--- config.mk ---
export PLATFORM = sky130hd
export DESIGN_NAME = bld_backlight
export DESIGN_NICKNAME = d
export VERILOG_FILES = /design/src/include/bld_pkg.sv /design/src/core/bld_delay_timer.sv /design/src/core/bld_backlight.sv
export SDC_FILE = /design/constraint.sdc
export NUM_CORES = 1
export LEC_CHECK = 0
export ABC_CLOCK_PERIOD_IN_PS = 6500
export BUFFER_PORTS_ARGS = -buffer_cell sky130_fd_sc_hd__buf_2
export CAP_MARGIN = 20
export CORE_MARGIN = 3
export CORE_UTILIZATION = 45
export DETAILED_ROUTE_END_ITERATION = 12
export PLACE_DENSITY = 0.68
export SLEW_MARGIN = 20
export SYNTH_ARGS = -nofsm -noshare
export SYNTH_HDL_FRONTEND = slang
export SYNTH_SLANG_ARGS = --single-unit
--- constraint.sdc ---
create_clock -name clock -period 6.5 [get_ports clock]
set_input_delay 1.95 -clock clock [delete_from_list [all_inputs] [get_ports clock]]
set_output_delay 1.95 -clock clock [all_outputs]
set_load 0.02 [all_outputs]
--- src/include/bld_pkg.sv ---
// Shared constants for the backlight level, dim and off control block.
package bld_pkg;

  // ---------------------------------------------------------------
  // Register offsets
  // ---------------------------------------------------------------
  localparam logic [7:0] ADDR_MODE     = 8'h00;
  localparam logic [7:0] ADDR_CONFIG   = 8'h02;
  localparam logic [7:0] ADDR_DELAYS   = 8'h03;
  localparam logic [7:0] ADDR_L1_MAX   = 8'h05;
  localparam logic [7:0] ADDR_L1_LOW   = 8'h06;
  localparam logic [7:0] ADDR_L2_MAX   = 8'h07;
  localparam logic [7:0] ADDR_L2_LOW   = 8'h08;
  localparam logic [7:0] ADDR_L3_MAX   = 8'h09;
  localparam logic [7:0] ADDR_L3_LOW   = 8'h0A;

  // ---------------------------------------------------------------
  // Field positions
  // ---------------------------------------------------------------
  localparam int BIT_BACKLIGHT_ON   = 0;
  localparam int BIT_DIM_REQUEST    = 1;
  localparam int BIT_OPERATE        = 5;
  localparam int BIT_AUTO_ADJUST    = 0;
  localparam int BIT_KEY_WAKE       = 1;
  localparam int POS_CURVE          = 2;
  localparam int POS_LEVEL          = 4;
  localparam int POS_DIM_DELAY      = 0;
  localparam int POS_OFF_DELAY      = 4;

  // ---------------------------------------------------------------
  // Reset values
  // ---------------------------------------------------------------
  localparam logic [7:0] RST_MODE   = 8'h00;
  localparam logic [7:0] RST_CONFIG = 8'h00;
  localparam logic [7:0] RST_DELAYS = 8'h00;
  localparam logic [6:0] RST_CODE   = 7'h00;

  // ---------------------------------------------------------------
  // Encodings and scaling
  // ---------------------------------------------------------------
  typedef enum logic [1:0] {
    LVL_DAYLIGHT = 2'b00,
    LVL_OFFICE   = 2'b01,
    LVL_DARK     = 2'b10,
    LVL_DARK_ALT = 2'b11
  } bld_level_e;

  localparam logic [1:0]  CURVE_LINEAR = 2'b00;
  localparam logic [1:0]  CURVE_SQUARE = 2'b01;
  localparam logic [13:0] CODE_FULL    = 14'h007F;

  // ---------------------------------------------------------------
  // Timing
  // ---------------------------------------------------------------
  localparam int CLOCK_MHZ       = 125;
  localparam int TIMEBASE_MS     = 1000;
  localparam int TIMEBASE_CYCLES = TIMEBASE_MS * 1000 * CLOCK_MHZ;

  // Delay in seconds for each setting; setting zero leaves the countdown off.
  localparam logic [6:0] DELAY_SEC [16] = '{
    7'h00, 7'h0A, 7'h0F, 7'h14, 7'h19, 7'h1E, 7'h23, 7'h28,
    7'h2D, 7'h32, 7'h37, 7'h3C, 7'h46, 7'h50, 7'h64, 7'h78
  };

endpackage : bld_pkg

--- src/core/bld_delay_timer.sv ---
// Seconds countdown used for the automatic dim and off delays.
`timescale 1ns/10ps
`default_nettype none

module bld_delay_timer
  import bld_pkg::*;
(
  input  wire logic       clock,
  input  wire logic       rst,
  input  wire logic       tick,
  input  wire logic       restart,
  input  wire logic       run,
  input  wire logic [3:0] setting,
  output logic            expired
);

  logic [6:0] remain;
  logic       armed;

  wire        last_second = (remain == 7'h01);
  wire [6:0]  load_value  = DELAY_SEC[setting];

  always_ff @(posedge clock or posedge rst)
  begin
    if (rst)
    begin
      remain  <= 7'h00;
      armed   <= 1'b0;
      expired <= 1'b0;
    end
    else
    begin
      expired <= 1'b0;
      if (restart)
      begin
        remain <= load_value;
        armed  <= (setting != 4'h0);
      end
      else if (!run)
        armed <= 1'b0;
      else if (armed && tick)
      begin
        remain <= remain - 7'h01;
        if (last_second)
        begin
          armed   <= 1'b0;
          expired <= 1'b1;
        end
      end
    end
  end

endmodule : bld_delay_timer
`default_nettype wire

--- src/core/bld_backlight.sv ---
// Backlight level selection, brightness law, dim and off control.
`timescale 1ns/10ps
`default_nettype none

// How it works
// - Two-bit level field picks daylight, office, dark.
// - Daylight uses registers 0x05 max, 0x06 dim.
// - Office uses registers 0x07 max, 0x08 dim.
// - Dark uses registers 0x09 max, 0x0A dim.
// - Brightness codes are seven bits, 128 steps.
// - Linear law: drive equals code times 127.
// - Square law: drive equals code squared.
// - Operating and on bit lights the backlight.
// - Dim request selects dim code, clear restores max.
// - Keypad press sets the on bit when enabled.
// - Dim delay field offers fifteen durations.
// - Turn-on starts dim countdown; expiry sets dim.
// - Dim clear or re-on with dim bit 0 restores max, restarts.
// - Off delay field offers fifteen durations.
// - Off countdown expiry clears the on bit.
// - Rewriting on restarts the off countdown.
// - Clearing on bit turns backlight off immediately.
// - Both delays give max, then dim, then off if off delay is longer.
// - Automatic mode copies sensor level into field.
module bld_backlight
  import bld_pkg::*;
#(
  parameter int TICK_CYCLES = TIMEBASE_CYCLES
)
(
  input  wire logic       clock,
  input  wire logic       rst,
  input  wire logic [7:0] reg_addr,
  input  wire logic [7:0] reg_wdata,
  input  wire logic       reg_write,
  input  wire logic       reg_read,
  output logic      [7:0] reg_rdata,
  input  wire logic       key_press_pin,
  input  wire logic       keypad_mode,
  input  wire logic [1:0] ambient_level_in,
  output logic      [6:0] sink_code,
  output logic     [13:0] sink_drive,
  output logic            backlight_lit
);

  // ---------------------------------------------------------------
  // Register storage
  // ---------------------------------------------------------------
  logic       backlight_on;
  logic       dim_request;
  logic       operate_not_standby;
  logic       auto_adjust;
  logic       key_wake_light;
  logic [1:0] brightness_curve_select;
  logic [1:0] ambient_level_select;
  logic [3:0] dim_delay_setting;
  logic [3:0] off_delay_setting;
  logic [6:0] level_code [6];

  // ---------------------------------------------------------------
  // Address decode
  // ---------------------------------------------------------------
  wire wr_mode   = reg_write && (reg_addr == ADDR_MODE);
  wire wr_config = reg_write && (reg_addr == ADDR_CONFIG);
  wire wr_delays = reg_write && (reg_addr == ADDR_DELAYS);

  wire wdata_on  = reg_wdata[BIT_BACKLIGHT_ON];
  wire wdata_dim = reg_wdata[BIT_DIM_REQUEST];

  // A write of one to the on bit counts as a re-assertion even if it was already set.
  wire bl_reassert  = wr_mode && wdata_on;
  wire host_dim_clr = wr_mode && !wdata_dim && dim_request;

  // ---------------------------------------------------------------
  // Key wake input
  // ---------------------------------------------------------------
  logic key_meta;
  logic key_sync;
  logic key_prev;

  always_ff @(posedge clock or posedge rst)
  begin
    if (rst)
    begin
      key_meta <= 1'b0;
      key_sync <= 1'b0;
      key_prev <= 1'b0;
    end
    else
    begin
      key_meta <= key_press_pin;
      key_sync <= key_meta;
      key_prev <= key_sync;
    end
  end

  wire key_rise = key_sync && !key_prev;
  wire key_wake = key_rise && keypad_mode && key_wake_light;

  // ---------------------------------------------------------------
  // Timebase and countdowns
  // ---------------------------------------------------------------
  localparam int TW = $clog2(TICK_CYCLES + 1);

  logic [TW-1:0] tick_count;
  logic          tick;
  logic          dim_expire;
  logic          off_expire;

  wire tick_wrap = (tick_count == TW'(TICK_CYCLES - 1));

  // Free-running divider so that a long delay needs only a seconds counter.
  always_ff @(posedge clock or posedge rst)
  begin
    if (rst)
    begin
      tick_count <= '0;
      tick       <= 1'b0;
    end
    else
    begin
      tick_count <= tick_wrap ? '0 : tick_count + TW'(1);
      tick       <= tick_wrap;
    end
  end

  assign backlight_lit = operate_not_standby && backlight_on;

  wire restart_both = bl_reassert || key_wake;
  wire restart_dim  = restart_both || host_dim_clr;
  wire dim_run      = backlight_lit && !dim_request;

  bld_delay_timer u_dim_timer
  (
    .clock   (clock),
    .rst     (rst),
    .tick    (tick),
    .restart (restart_dim),
    .run     (dim_run),
    .setting (dim_delay_setting),
    .expired (dim_expire)
  );

  bld_delay_timer u_off_timer
  (
    .clock   (clock),
    .rst     (rst),
    .tick    (tick),
    .restart (restart_both),
    .run     (backlight_lit),
    .setting (off_delay_setting),
    .expired (off_expire)
  );

  // ---------------------------------------------------------------
  // Control bits
  // ---------------------------------------------------------------
  logic next_backlight_on;
  logic next_dim_request;

  // Hardware sets win over a clear arriving in the same cycle.
  always_comb
  begin
    next_backlight_on = backlight_on;
    if (wr_mode)
      next_backlight_on = wdata_on;
    else if (off_expire)
      next_backlight_on = 1'b0;
    if (key_wake)
      next_backlight_on = 1'b1;
  end

  // A written dim bit is honoured even on a re-assert, so the host can dim a lit backlight.
  always_comb
  begin
    next_dim_request = dim_request;
    if (wr_mode)
      next_dim_request = wdata_dim;
    if (key_wake)
      next_dim_request = 1'b0;
    if (dim_expire && !restart_dim)
      next_dim_request = 1'b1;
  end

  always_ff @(posedge clock or posedge rst)
  begin
    if (rst)
    begin
      backlight_on        <= RST_MODE[BIT_BACKLIGHT_ON];
      dim_request         <= RST_MODE[BIT_DIM_REQUEST];
      operate_not_standby <= RST_MODE[BIT_OPERATE];
    end
    else
    begin
      backlight_on <= next_backlight_on;
      dim_request  <= next_dim_request;
      if (wr_mode)
        operate_not_standby <= reg_wdata[BIT_OPERATE];
    end
  end

  // ---------------------------------------------------------------
  // Configuration and codes
  // ---------------------------------------------------------------
  always_ff @(posedge clock or posedge rst)
  begin
    if (rst)
    begin
      auto_adjust             <= RST_CONFIG[BIT_AUTO_ADJUST];
      key_wake_light          <= RST_CONFIG[BIT_KEY_WAKE];
      brightness_curve_select <= RST_CONFIG[POS_CURVE +: 2];
      ambient_level_select    <= RST_CONFIG[POS_LEVEL +: 2];
      dim_delay_setting       <= RST_DELAYS[POS_DIM_DELAY +: 4];
      off_delay_setting       <= RST_DELAYS[POS_OFF_DELAY +: 4];
    end
    else
    begin
      if (wr_config)
      begin
        auto_adjust             <= reg_wdata[BIT_AUTO_ADJUST];
        key_wake_light          <= reg_wdata[BIT_KEY_WAKE];
        brightness_curve_select <= reg_wdata[POS_CURVE +: 2];
      end
      if (auto_adjust)
        ambient_level_select <= ambient_level_in;
      else if (wr_config)
        ambient_level_select <= reg_wdata[POS_LEVEL +: 2];
      if (wr_delays)
      begin
        dim_delay_setting <= reg_wdata[POS_DIM_DELAY +: 4];
        off_delay_setting <= reg_wdata[POS_OFF_DELAY +: 4];
      end
    end
  end

  genvar gi;
  generate
    for (gi = 0; gi < 6; gi++)
    begin : g_code
      wire hit = reg_write && (reg_addr == (ADDR_L1_MAX + 8'(gi)));
      always_ff @(posedge clock or posedge rst)
      begin
        if (rst)
          level_code[gi] <= RST_CODE;
        else if (hit)
          level_code[gi] <= reg_wdata[6:0];
      end
    end
  endgenerate

  // ---------------------------------------------------------------
  // Level and brightness selection
  // ---------------------------------------------------------------
  wire [1:0] eff_level = (ambient_level_select == LVL_DARK_ALT) ? LVL_DARK : ambient_level_select;
  wire [2:0] max_index = {eff_level, 1'b0};
  wire [2:0] low_index = {eff_level, 1'b1};
  wire [6:0] sel_max   = level_code[max_index];
  wire [6:0] sel_low   = level_code[low_index];

  // A dim code above the max code is passed through untouched.
  wire [6:0]  next_code   = !backlight_lit ? 7'h00 : (dim_request ? sel_low : sel_max);
  wire [13:0] code_wide   = {7'h00, next_code};
  wire [13:0] drive_lin   = 14'(code_wide * CODE_FULL);
  wire [13:0] drive_sq    = 14'(code_wide * code_wide);
  // The two other curve settings, 2 and 3, also take the square-law drive.
  wire [13:0] next_drive  = (brightness_curve_select == CURVE_LINEAR) ? drive_lin : drive_sq;

  always_ff @(posedge clock or posedge rst)
  begin
    if (rst)
    begin
      sink_code  <= 7'h00;
      sink_drive <= 14'h0000;
    end
    else
    begin
      sink_code  <= next_code;
      sink_drive <= next_drive;
    end
  end

  // ---------------------------------------------------------------
  // Read back
  // ---------------------------------------------------------------
  logic [7:0] next_rdata;

  always_comb
  begin
    next_rdata = 8'h00;
    case (reg_addr)
      ADDR_MODE:
      begin
        next_rdata[BIT_BACKLIGHT_ON] = backlight_on;
        next_rdata[BIT_DIM_REQUEST]  = dim_request;
        next_rdata[BIT_OPERATE]      = operate_not_standby;
      end
      ADDR_CONFIG:
      begin
        next_rdata[BIT_AUTO_ADJUST]  = auto_adjust;
        next_rdata[BIT_KEY_WAKE]     = key_wake_light;
        next_rdata[POS_CURVE +: 2]   = brightness_curve_select;
        next_rdata[POS_LEVEL +: 2]   = ambient_level_select;
      end
      ADDR_DELAYS:
      begin
        next_rdata[POS_DIM_DELAY +: 4] = dim_delay_setting;
        next_rdata[POS_OFF_DELAY +: 4] = off_delay_setting;
      end
      ADDR_L1_MAX: next_rdata = {1'b0, level_code[0]};
      ADDR_L1_LOW: next_rdata = {1'b0, level_code[1]};
      ADDR_L2_MAX: next_rdata = {1'b0, level_code[2]};
      ADDR_L2_LOW: next_rdata = {1'b0, level_code[3]};
      ADDR_L3_MAX: next_rdata = {1'b0, level_code[4]};
      ADDR_L3_LOW: next_rdata = {1'b0, level_code[5]};
      default:     next_rdata = 8'h00;
    endcase
  end

  always_ff @(posedge clock or posedge rst)
  begin
    if (rst)
      reg_rdata <= 8'h00;
    else if (reg_read)
      reg_rdata <= next_rdata;
  end
endmodule : bld_backlight
`default_nettype wire

# Word-level counts from Yosys, hierarchy flattened
# Memory sizes are Yosys's and may differ from the RTL's.
# Cells that the tools add are included.
# totals
reg_bits	137
rom_bits	224
inputBits	24
out_inout_bits	30
wordCells	150
n_memories	2
# classes
addsub	3
n_mul	2
magnitude_cmp	4
n_eq_ne	16
muxes	49
bitwise	4
n_reduce_logical	41
# mem_list
memory	words	width	read_ports	rd_ports_with_merged_regs	wr	line_no	source
(no name shown)	16	7	1	0	0	bld_delay_timer.sv:21	wire [6:0] load_value = DELAY_SEC[setting];
(no name shown)	16	7	1	0	0	bld_delay_timer.sv:21	
# op_table
cell	count
$mux 7	16
$bmux 7 s3	2
$add 27x1->27 const B	1
$eq 27x27->1 const B	1
$mux 27	1
$eq 8x3->1 const B	3
$eq 8x4->1 const B	3
$pmux 3 s8	1
$mux 1	22
$logic_and 1x1->1	20
$pmux 2 s9	1
$eq 8x2->1 const B	2
$eq 7x1->1 const B	2
$mul 7x7->14	1
$mul 7x7->14 const B	1
$mux 14	1
$pmux 2 s7	1
$sub 7x1->7 const B	2
$ge 5x5->1 const B	2
$not 4->5	2
$reduce_bool 2->1	5
$pmux 1 s9	1
$ge 4x4->1 const B	2
$logic_not 8->1	1
other kinds (11)	25

# Longest topological paths before layout
# Gate-level depths: netlist (run 1).
# logic_depth
word_depth	10
mapped_depth	23
ltp_nobuf	22

# Hierarchy
# Synthesis (run 1) repeated with hierarchy kept, for this count alone.
# hier_totals
cells_unflattened	921
area_unflattened_um2	9551.7
# modules_own_cells
mod	instances	cells_each	area_per_inst_um2	seq_area_each_um2
bld_backlight	1	757	7960.1	2952.8
bld_delay_timer	2	82	795.8	225.2

# Least setup slack after synthesis (run 1)
# OpenSTA, ideal clock, no wires.
# synth_timing
path_type	flip-flop to flip-flop
startpoint	register dim_request
endpoint	register sink_drive[13]
setup_ns	0.105
arrival_ns	5.623
required_time_ns	6.395
path_slack_ns	0.772
stages_incl_launch_ff	18
path_buffers	1
synth_period_minus_slack_ns	5.728
cell_sequence	dfrtp_1 -> buf_2 -> mux4_2 -> o21ai_0 -> nor2_1 -> fa_1 -> inv_1 -> fa_1 -> fa_1 -> inv_1 -> fa_1 -> ha_1 -> nand2_1 -> o311ai_0 -> o2111ai_1 -> a31o_2 -> mux2i_1 -> nor4b_1
# synth_via
elab_chain_cells	4
word_cells_on_any_way	5
classes_between	mul: 2; mux: 3
# synth_rtl
item	line_no	source
start: declaration	bld_backlight.sv:50	logic dim_request;
start signal: assignment	bld_backlight.sv:190	dim_request <= RST_MODE[BIT_DIM_REQUEST];
start signal: assignment	bld_backlight.sv:196	dim_request <= next_dim_request;
$mux 7 (*) (2 in series)	bld_backlight.sv:261	wire [6:0] next_code = !backlight_lit ? 7'h00 : (dim_request ? sel_low : sel_max);
net next_code[3]	bld_backlight.sv:261	
$mul 7x7->14, on equally long branches	bld_backlight.sv:264, bld_backlight.sv:263	
$mux 14 (*)	bld_backlight.sv:266	wire [13:0] next_drive = (brightness_curve_select == CURVE_LINEAR) ? drive_lin : drive_sq;
net next_drive[13]	bld_backlight.sv:266	
end signal: assignment	bld_backlight.sv:278	sink_drive <= next_drive;
end: declaration	bld_backlight.sv:42	output logic [13:0] sink_drive,
# The timed path passes the listed nets; every way through them passes the cells marked *.
# A chain may end at the register's enable or synchronous reset.

# Worst setup path in the final report (run 1)
# layout_timing
startpoint	register ambient_level_select[0]
endpoint	register sink_drive[13]
# layout_via
elab_chain_cells	10
word_cells_on_any_way	15
classes_between	mul: 2; eq/ne: 1; mux: 10; bitwise: 2
# layout_rtl
item	line_no	source
start: declaration	bld_backlight.sv:55	logic [1:0] ambient_level_select;
start signal: assignment	bld_backlight.sv:212	ambient_level_select <= RST_CONFIG[POS_LEVEL +: 2];
start signal: assignment	bld_backlight.sv:225	ambient_level_select <= ambient_level_in;
start signal: assignment	bld_backlight.sv:227	ambient_level_select <= reg_wdata[POS_LEVEL +: 2];
$eq 2x2->1	bld_backlight.sv:254	wire [1:0] eff_level = (ambient_level_select == LVL_DARK_ALT) ? LVL_DARK : ambient_level_select;
$mux 2 (*)	bld_backlight.sv:254	
$not 3->4, on equally long branches	bld_backlight.sv:257, bld_backlight.sv:258	
$bmux 7 s3, on equally long branches	bld_backlight.sv:257, bld_backlight.sv:258	
$mux 7, on equally long branches (2 in series)	bld_backlight.sv:257, bld_backlight.sv:258	
$mux 7 (*) (2 in series)	bld_backlight.sv:261	
net next_code[5]	bld_backlight.sv:261	
$mul 7x7->14, on equally long branches	bld_backlight.sv:264, bld_backlight.sv:263	
$mux 14 (*)	bld_backlight.sv:266	
net next_drive[13]	bld_backlight.sv:266	
# The timed path passes the listed nets; every way through them passes the cells marked *. The select of a mux whose other input is x is not followed.

==> results of run 1 <==
==> cells in the final DEF (no fill, tap or decap), drive strengths merged, types with 13 or more instances in the layout <==
| master | synthesis | final |
|---|---|---|
| dfrtp | 136 | 136 |
| inv | 82 | 86 |
| ha | 80 | 80 |
| nand2 | 64 | 64 |
| nor2 | 61 | 61 |
| buf | 12 | 61 |
| mux2 | 54 | 54 |
| o21ai | 49 | 49 |
| fa | 32 | 32 |
| mux2i | 30 | 30 |
| xor2 | 29 | 29 |
| xnor2 | 28 | 28 |
| a21oi | 26 | 26 |
| nor3 | 24 | 24 |
| nand3 | 23 | 23 |
| clkbuf | 18 | 21 |
| nor4 | 16 | 16 |
| a21o | 15 | 15 |
| nand4 | 13 | 13 |
==> where the power goes <==
group          internal [W]  total, W  switching, W
clock              0.000554  0.000946      0.000393
combinational      0.000108  0.000252      0.000143
sequential         0.000894  0.000968     0.0000736
==> worst max path at each step <==
stage                          end  slack, ns  cells after the start
floorplan           sink_drive[13]       0.77                     17
global placement    sink_drive[13]       0.63                     17
detailed placement  sink_drive[13]       0.49                     19
CTS                 sink_drive[13]       0.41                     19
global route        sink_drive[13]       0.12                     18
finish              sink_drive[13]       0.50                     18
==> cell type report <==
class | instances | area [sq um] | share of cell area [%]
clock inverters | 11 | 115.1 | 1.096
repair buffers | 61 | 325.3 | 3.098
multi-input cells | 669 | 5540 | 52.76
well taps | 270 | 337.8 | 3.217
flip-flops and latches | 136 | 3405 | 32.42
clock buffers | 21 | 460.4 | 4.385
inverters | 83 | 316.6 | 3.015
==> layer usage <==
metal | routed length, um | share of wire [%] | vias to the layer above
met2 | 9936 | 46 | 179
met1 | 10320 | 48 | 3475
met4 | 335 | 1.6 | 0
met3 | 969 | 4.5 | 23
li1 | - | - | 3337
met5 | 0 | 0 | -
==> cell families after synthesis <==
kind of cell	count (synthesis)	synth area share [%]
AND/OR/NAND/NOR	252	14.00
AO/OA/AOI/OAI	157	10.81
flip-flops	136	36.26
buffers and inverters	113	4.759
adder cells (fa/ha/maj)	112	17.49
multiplexers	91	11.36
XOR/XNOR	57	5.319
==> state kept, by name (all words and copies together) (netlist names), 2 cells and up <==
register                 flops
level_code                  42
tick_count                  27
sink_drive                  14
reg_rdata                    8
u_dim_timer.remain           7
u_off_timer.remain           7
sink_code                    6
dim_delay_setting            4
off_delay_setting            4
ambient_level_select         2
brightness_curve_select      2
==> timing repair <==
| action | in CTS | in global routing |
|---|---|---|
| gates resized for setup | 0 | 1 |
| setup endpoints to repair | 0 | 2 |
| hold buffers | 0 | 0 |
==> Yosys cell counts, drive strengths merged (2+ instances only) <==
| library cell | count |
|---|---|
| a22o | 5 |
| inv | 82 |
| a21oi | 26 |
| a31oi | 9 |
| o211ai | 8 |
| nand2 | 64 |
| buf | 12 |
| nor4 | 16 |
| a22oi | 6 |
| nor4b | 4 |
| and3 | 11 |
| dfrtp | 136 |
| a221oi | 5 |
| clkbuf | 18 |
| a211oi | 9 |
| xor2 | 29 |
| mux2 | 54 |
| a21o | 15 |
| o21ai | 49 |
| or3 | 4 |
| mux2i | 30 |
| nand3 | 23 |
| o21a | 4 |
| xnor2 | 28 |
| and2 | 5 |
| nor2 | 61 |
| fa | 32 |
| or4 | 2 |
| ha | 80 |
| nor3b | 5 |
| mux4 | 7 |
| nand4 | 13 |
| nor2b | 6 |
| a2111oi | 2 |
| o22ai | 7 |
| nand2b | 9 |
| a21boi | 2 |
| nor3 | 24 |
==> worst register-to-register path, delay by kind of cell, from the launching register on <==
family / cells / cell delay (ns)
AOI/OAI and AO/OA: 4 / 1.19
DFF: 1 / 0.65
buffers and inverters: 4 / 0.43
adders and majority gates: 5 / 2.32
and+or+nand+nor: 3 / 0.62
muxes: 2 / 0.68
==> metrics by stage <==
stage	instances	instance area, sq um
6_report	1251	10500
3_5_place_dp	1219	9918
3_3_place_gp	1219	9918
5_1_grt	1251	10500
4_1_cts	1251	10490
2_1_floorplan	918	9385
==> flow_metrics.env, run 1 <==
export IMPL_status="complete, no violations"
export IMPL_dp_hpwl_um=15740
export IMPL_ios=54
export IMPL_tightest_slew_ns=0.8966
export IMPL_viasPerCell=5.607
export IMPL_hold_start="key_meta"
export IMPL_start_util_pct=46.09
export IMPL_ir_drop_v=0.0001654
export IMPL_ant_nets=0
export IMPL_crit_start="ambient_level_select[0]"
export IMPL_synth_avg_cell_area_sq_um=10.22
export IMPL_cpMostUsedCell="fa_1"
export IMPL_yosys_warnings=0
export IMPL_die_area_sq_mm=0.02262
export IMPL_slew_violations=0
export IMPL_rows=52
export IMPL_drive_gt1_share_pct=17.23
export IMPL_ys_async_sr_fraction_pct=100.0
export IMPL_cts_tree="done"
export IMPL_vias=7014
export IMPL_gp_congestion=0.8959
export IMPL_slowest_delay_ns=0.65
export IMPL_postCtsSetupRepairBufs=0
export IMPL_drt_initial_drc_count=596
export IMPL_grt_overflow=0
export IMPL_cp_start_kind="flop"
export IMPL_arrival_ns=6.31
export IMPL_critical_path_top_delay_family="adder cells"
export IMPL_hold_ws_ns=0.3472
export IMPL_fmax_ghz=0.1666
export IMPL_cts_inserted_buffers=17
export IMPL_dr_pass1_iters=5
export IMPL_synth_edf_count=0
export IMPL_fillers=1811
export IMPL_path_cells="mux4_2 -> o21ai_0 -> nand2b_1 -> inv_1 -> fa_1 -> inv_1 -> fa_1 -> fa_1 -> inv_1 -> fa_1 -> ha_1 -> nand2_1 -> o311ai_0 -> buf_4 -> o2111ai_1 -> a31o_2 -> mux2i_1 -> nor4b_1"
export IMPL_ys_ff_latch=136
export IMPL_final_util_pct=51.56
export IMPL_antennaDiodeCount=0
export IMPL_cp_max_fo=9
export IMPL_fin_nets=1104
export IMPL_yosysTopAreaCellShare_pct=36.26
export IMPL_grt_max_degree=101
export IMPL_grt_pass1_wl_um=35440
export IMPL_required_ns=6.81
export IMPL_seq_area_frac_synth_pct=36.26
export IMPL_hold_depth=0
export IMPL_finalSetupViolCount=0
export IMPL_cts_sinks=136
export IMPL_relSlewSlack_pct=40.23
export IMPL_layout_min_cycle_time_ns=6.001
export IMPL_synth_cells=918
export IMPL_synthFlopType="dfrtp_1"
export IMPL_antenna_found_initial=0
export IMPL_tns_ns=0
export IMPL_cap_violations=0
export IMPL_r2r_cells=18
export IMPL_htree_levels=4
export IMPL_setup_ws_ns=0.4992
export IMPL_grtUsageMet2_pct=30.39
export IMPL_grt_usage_pct=19.88
export IMPL_grt_pass1_vias=6847
export IMPL_crit_path_end_kind="flop"
export IMPL_synth_cell_type_count=64
export IMPL_hold_path_endpoint="key_sync"
export IMPL_yosysTopAreaCell="dfrtp_1"
export IMPL_yosys_top_cells_area="dfrtp_1 36%, ha_1 11%, fa_1 6.8%"
export IMPL_wire_per_inst_um=17.23
export IMPL_clk_pin_slew_ns=0.06
export IMPL_grt_most_used_layer="met2"
export IMPL_fin_crit_sh_pct=92.32
export IMPL_grt_setup_unrepaired="false"
export IMPL_fp_coreArea_sq_mm=0.02036
export IMPL_power_leakage_nw=5.332
export IMPL_clkLatencyLatePin_ns=0.42
export IMPL_clockBufferDepth=2
export IMPL_die_w_um=150.4
export IMPL_power_w=0.002166
export IMPL_area_growth_pct=11.88
export IMPL_pre_cts_slack_ns=0.4904
export IMPL_reg2reg_to="sink_drive[13]"
export IMPL_dieHeight_um=150.4
export IMPL_synth_cell_area_sq_mm=0.009385
export IMPL_fin_worst_skew_ns=0.008726
export IMPL_drc_errors=0
export IMPL_hold_violations=0
export IMPL_rrSetupSlack_ns=0.50
export IMPL_cts_root_buf="clkbuf_16"
export IMPL_hold_class="flop to flop"
export IMPL_slowest_stage="dfrtp_1"
export IMPL_portBuffers=53
export IMPL_power_density_mw_per_mm2=206.3
export IMPL_grt_use_met1_pct=29.00
export IMPL_use_met3_pct=3.733
export IMPL_cp_num_buf_inv=4
export IMPL_worstSetupPathType="flop to flop"
export IMPL_r2r_start="ambient_level_select[0]"
export IMPL_drt_wl_total_um=21560
export IMPL_synth_nets=1054
Power figures use the tool's default switching activity.
==> run 2: changes to the inputs <==
ABC_AREA = 1   (was default)
==> run 2 against run 1 <==
  * Die area up 10%
  * Synthesized cell count up 52%
  * Combinational power up 9.5%
  * Flip-flop and latch count unchanged
  * Area after synthesis up 11%
  * Register-to-register slack better by 0.78 ns
  * Non-clock buffer count down 4
  * Clock power up 4.2%
  * Largest cell class unchanged
==> flow_metrics.env, run 2 <==
export IMPL_ir_drop_v=0.0001647
export IMPL_tightest_slew_ns=0.9052
export IMPL_wire_per_inst_um=15.39
export IMPL_start_util_pct=46.69
export IMPL_area_growth_pct=9.897
export IMPL_drt_initial_drc_count=738
export IMPL_yosys_warnings=0
export IMPL_drt_wl_total_um=26670
export IMPL_p_int_w=0.001487
export IMPL_grt_setup_unrepaired="false"
export IMPL_synth_cells=1397
export IMPL_antennaDiodeCount=0
export IMPL_crit_start="ambient_level_select[0]"
export IMPL_power_leakage_nw=6.163
export IMPL_hold_class="flop to flop"
export IMPL_yosysTopAreaCellShare_pct=32.79
export IMPL_design_area_sq_mm=0.01141
export IMPL_grt_overflow=0
export IMPL_power_frac_clock_pct=44.8
export IMPL_power_density_mw_per_mm2=192.9
export IMPL_viasPerCell=5.310
export IMPL_yosys_top_cells_area="dfrtp_1 33%, nand2_1 14%, ha_1 9.6%"
export IMPL_layout_commonest_cell="nand2_1"
export IMPL_clockBufferDepth=2
export IMPL_synth_avg_cell_area_sq_um=7.429
export IMPL_crit_end="sink_drive[7]"
export IMPL_reg2reg_to="sink_drive[7]"
export IMPL_vias=9202
export IMPL_final_cell_mix="384 x nand2_1, 192 x inv_1, 137 x nand3_1, 136 x dfrtp_1, 113 x nor2_1"
export IMPL_cap_violations=0
export IMPL_ys_async_sr_fraction_pct=100.0
export IMPL_fin_nets=1576
export IMPL_reg_largest_list="level_code: 42 flops, tick_count: 27 flops, sink_drive: 14 flops"
export IMPL_dieHeight_um=157.9
export IMPL_layout_min_cycle_time_ns=5.225
export IMPL_grt_pass1_vias=8879
export IMPL_synth_nets=1533
export IMPL_cts_sinks=136
export IMPL_ys_ff_latch=136
export IMPL_grt_max_degree=94
export IMPL_cp_start_kind="flop"
export IMPL_seq_power_share_pct=42.6
export IMPL_fp_coreArea_sq_mm=0.02223
export IMPL_antenna_found_initial=0
export IMPL_slew_violations=0
export IMPL_placed_cell_area_sq_mm=0.01081
export IMPL_cts_tree="done"
export IMPL_tns_ns=0
export IMPL_cts_hold_buffers=0
export IMPL_postCtsSetupRepairBufs=0
export IMPL_dr_pass1_iters=5
export IMPL_clkLatencyLatePin_ns=0.43
export IMPL_synthFlopType="dfrtp_1"
export IMPL_synth_cell_type_count=44
export IMPL_ios=54
export IMPL_cts_resized=0
export IMPL_yosysTopAreaCell="dfrtp_1"
export IMPL_required_ns=6.80
export IMPL_clk_pin_slew_ns=0.07
export IMPL_cts_inserted_buffers=17
export IMPL_dp_hpwl_um=20050
export IMPL_rrSetupSlack_ns=1.28
export IMPL_p_comb_share_pct=12.6
export IMPL_regMostFlops="level_code"
export IMPL_seq_area_frac_synth_pct=32.79
export IMPL_r2r_start="ambient_level_select[0]"
export IMPL_die_area_sq_mm=0.02492
export IMPL_drive_gt1_share_pct=9.498
export IMPL_synth_cell_area_sq_mm=0.01038
export IMPL_hold_violations=0
export IMPL_grt_usage_pct=22.33
export IMPL_switching_power_w=0.0007129
export IMPL_cts_root_buf="clkbuf_16"
export IMPL_status="complete, no violations"
export IMPL_slowest_stage="nor2_1"
export IMPL_r2r_cells=20
export IMPL_drc_errors=0
export IMPL_worstSetupPathType="flop to flop"
export IMPL_arrival_ns=5.53
export IMPL_p_sw_share_pct=32.40
export IMPL_finalSetupViolCount=0
export IMPL_cp_max_fo=19
export IMPL_ant_nets=0
export IMPL_synth_edf_count=0
export IMPL_die_w_um=157.9
export IMPL_htree_levels=4
export IMPL_fmax_ghz=0.1914
export IMPL_fin_crit_sh_pct=80.38
export IMPL_rows=54
export IMPL_largest_reg_flops=42
export IMPL_slowest_delay_ns=0.72
export IMPL_crit_path_end_kind="flop"
export IMPL_path_cells="o21ai_0 -> o21ai_0 -> nand2_1 -> nor2_1 -> ha_1 -> inv_1 -> xor2_1 -> fa_1 -> inv_1 -> fa_1 -> inv_1 -> fa_1 -> inv_1 -> ha_1 -> nand2_1 -> inv_1 -> nand2_1 -> nand2_1 -> o21ai_0 -> nand2_1"
export IMPL_synth_most_common_cell="nand2_1"
export IMPL_relSlewSlack_pct=39.43
export IMPL_gp_congestion=0.9530
export IMPL_fin_worst_skew_ns=0.01098
export IMPL_synthTopCellsByCount="384 x nand2_1, 193 x inv_1, 137 x nand3_1"
export IMPL_portBuffers=53
export IMPL_grt_pass1_wl_um=44420
[run 2: cell types whose count changed in the layout (fill, tap and decap cells not counted), sizes merged, moves of 15 or more]
cell / change
nand2: +331
inv: +122
nand3: +119
nor2: +69
mux2: -54
o21ai: +46
mux2i: -30
xnor2: -22
nand4: +16
nor4: -15
[run 2: final cells by class]
class                   instances  area (sq um)
well taps                     280         350.3
clock buffers                  17         425.4
inverters                     201         762.0
clock inverters                15         172.7
repair buffers                 57         295.3
fillers                      2156         10820
multi-input cells            1027          5997
flip-flops and latches        136          3403
[run 2: power by group through the flow]
| stage | Sequential, W | Combinational (W) | Clock (W) |
|---|---|---|---|
| after floorplan | 0.000921 | 0.000254 | 0 |
| after global placement | 0.000950 | 0.000271 | 0 |
| after detailed placement | 0.000952 | 0.000275 | 0 |
| after CTS | 0.000936 | 0.000277 | 0.00100 |
| after global routing | 0.000944 | 0.000318 | 0.00103 |
| final | 0.000938 | 0.000276 | 0.000986 |
[run 2: worst max-delay path, delay by kind of cell (launching register included)]
kind,cells,cell delay [ns]
AOI/OAI and AO/OA,3,0.60
xor gates and xnor gates,1,0.08
adders and majority gates,5,2.20
buffers and inverters,5,0.29
DFF,1,0.66
and+or+nand+nor,6,1.23
[run 2: stage by stage]
| step | setup WS (ns) | hold slack, ns | power [W] | util (%) | cells |
|---|---|---|---|---|---|
| finish | 1.275 | 0.3597 | 0.002200 | 51.31 | 1733 |
| CTS | 1.285 | 0.3671 | 0.002213 | 51.31 | 1733 |
| floorplan | 0.9105 | 0.3312 | 0.001175 | - | 1397 |
| detailed placement | 1.301 | 0.3499 | 0.001227 | 48.62 | 1701 |
| global route | 0.6744 | 0.3815 | 0.002296 | 51.31 | 1733 |
| global placement | 1.386 | 0.3362 | 0.001221 | 48.62 | 1701 |
[run 2: logic make-up (layout without fill, tap and decap cells)]
kind of cell	after synthesis	after routing	synth area share, %
and+or+nand+nor	735	735	31.69
buffers and inverters	234	290	9.427
AOI/OAI and AO/OA	149	149	7.655
DFF	136	136	32.79
adders and majority gates	112	112	15.82
xor gates and xnor gates	31	31	2.616
[run 2: worst min-delay path by stage]
stage	startpoint	end	slack, ns	cells past startpoint
finish	key_meta	key_sync	0.36	0
global route	key_meta	key_sync	0.38	0
CTS	key_meta	key_sync	0.37	0
detailed placement	key_meta	key_sync	0.35	0
global placement	key_meta	key_sync	0.34	0
floorplan	key_meta	key_sync	0.33	0
[run 2: per-layer routing]
metal | global-route usage, % | routed length [um] | part of all wire [%]
met3 | 5.139 | 1889 | 7.1
met5 | 0 | 0 | 0
met1 | 31.39 | 12360 | 46
met2 | 34.30 | 11820 | 44
met4 | 7.107 | 597 | 2.2
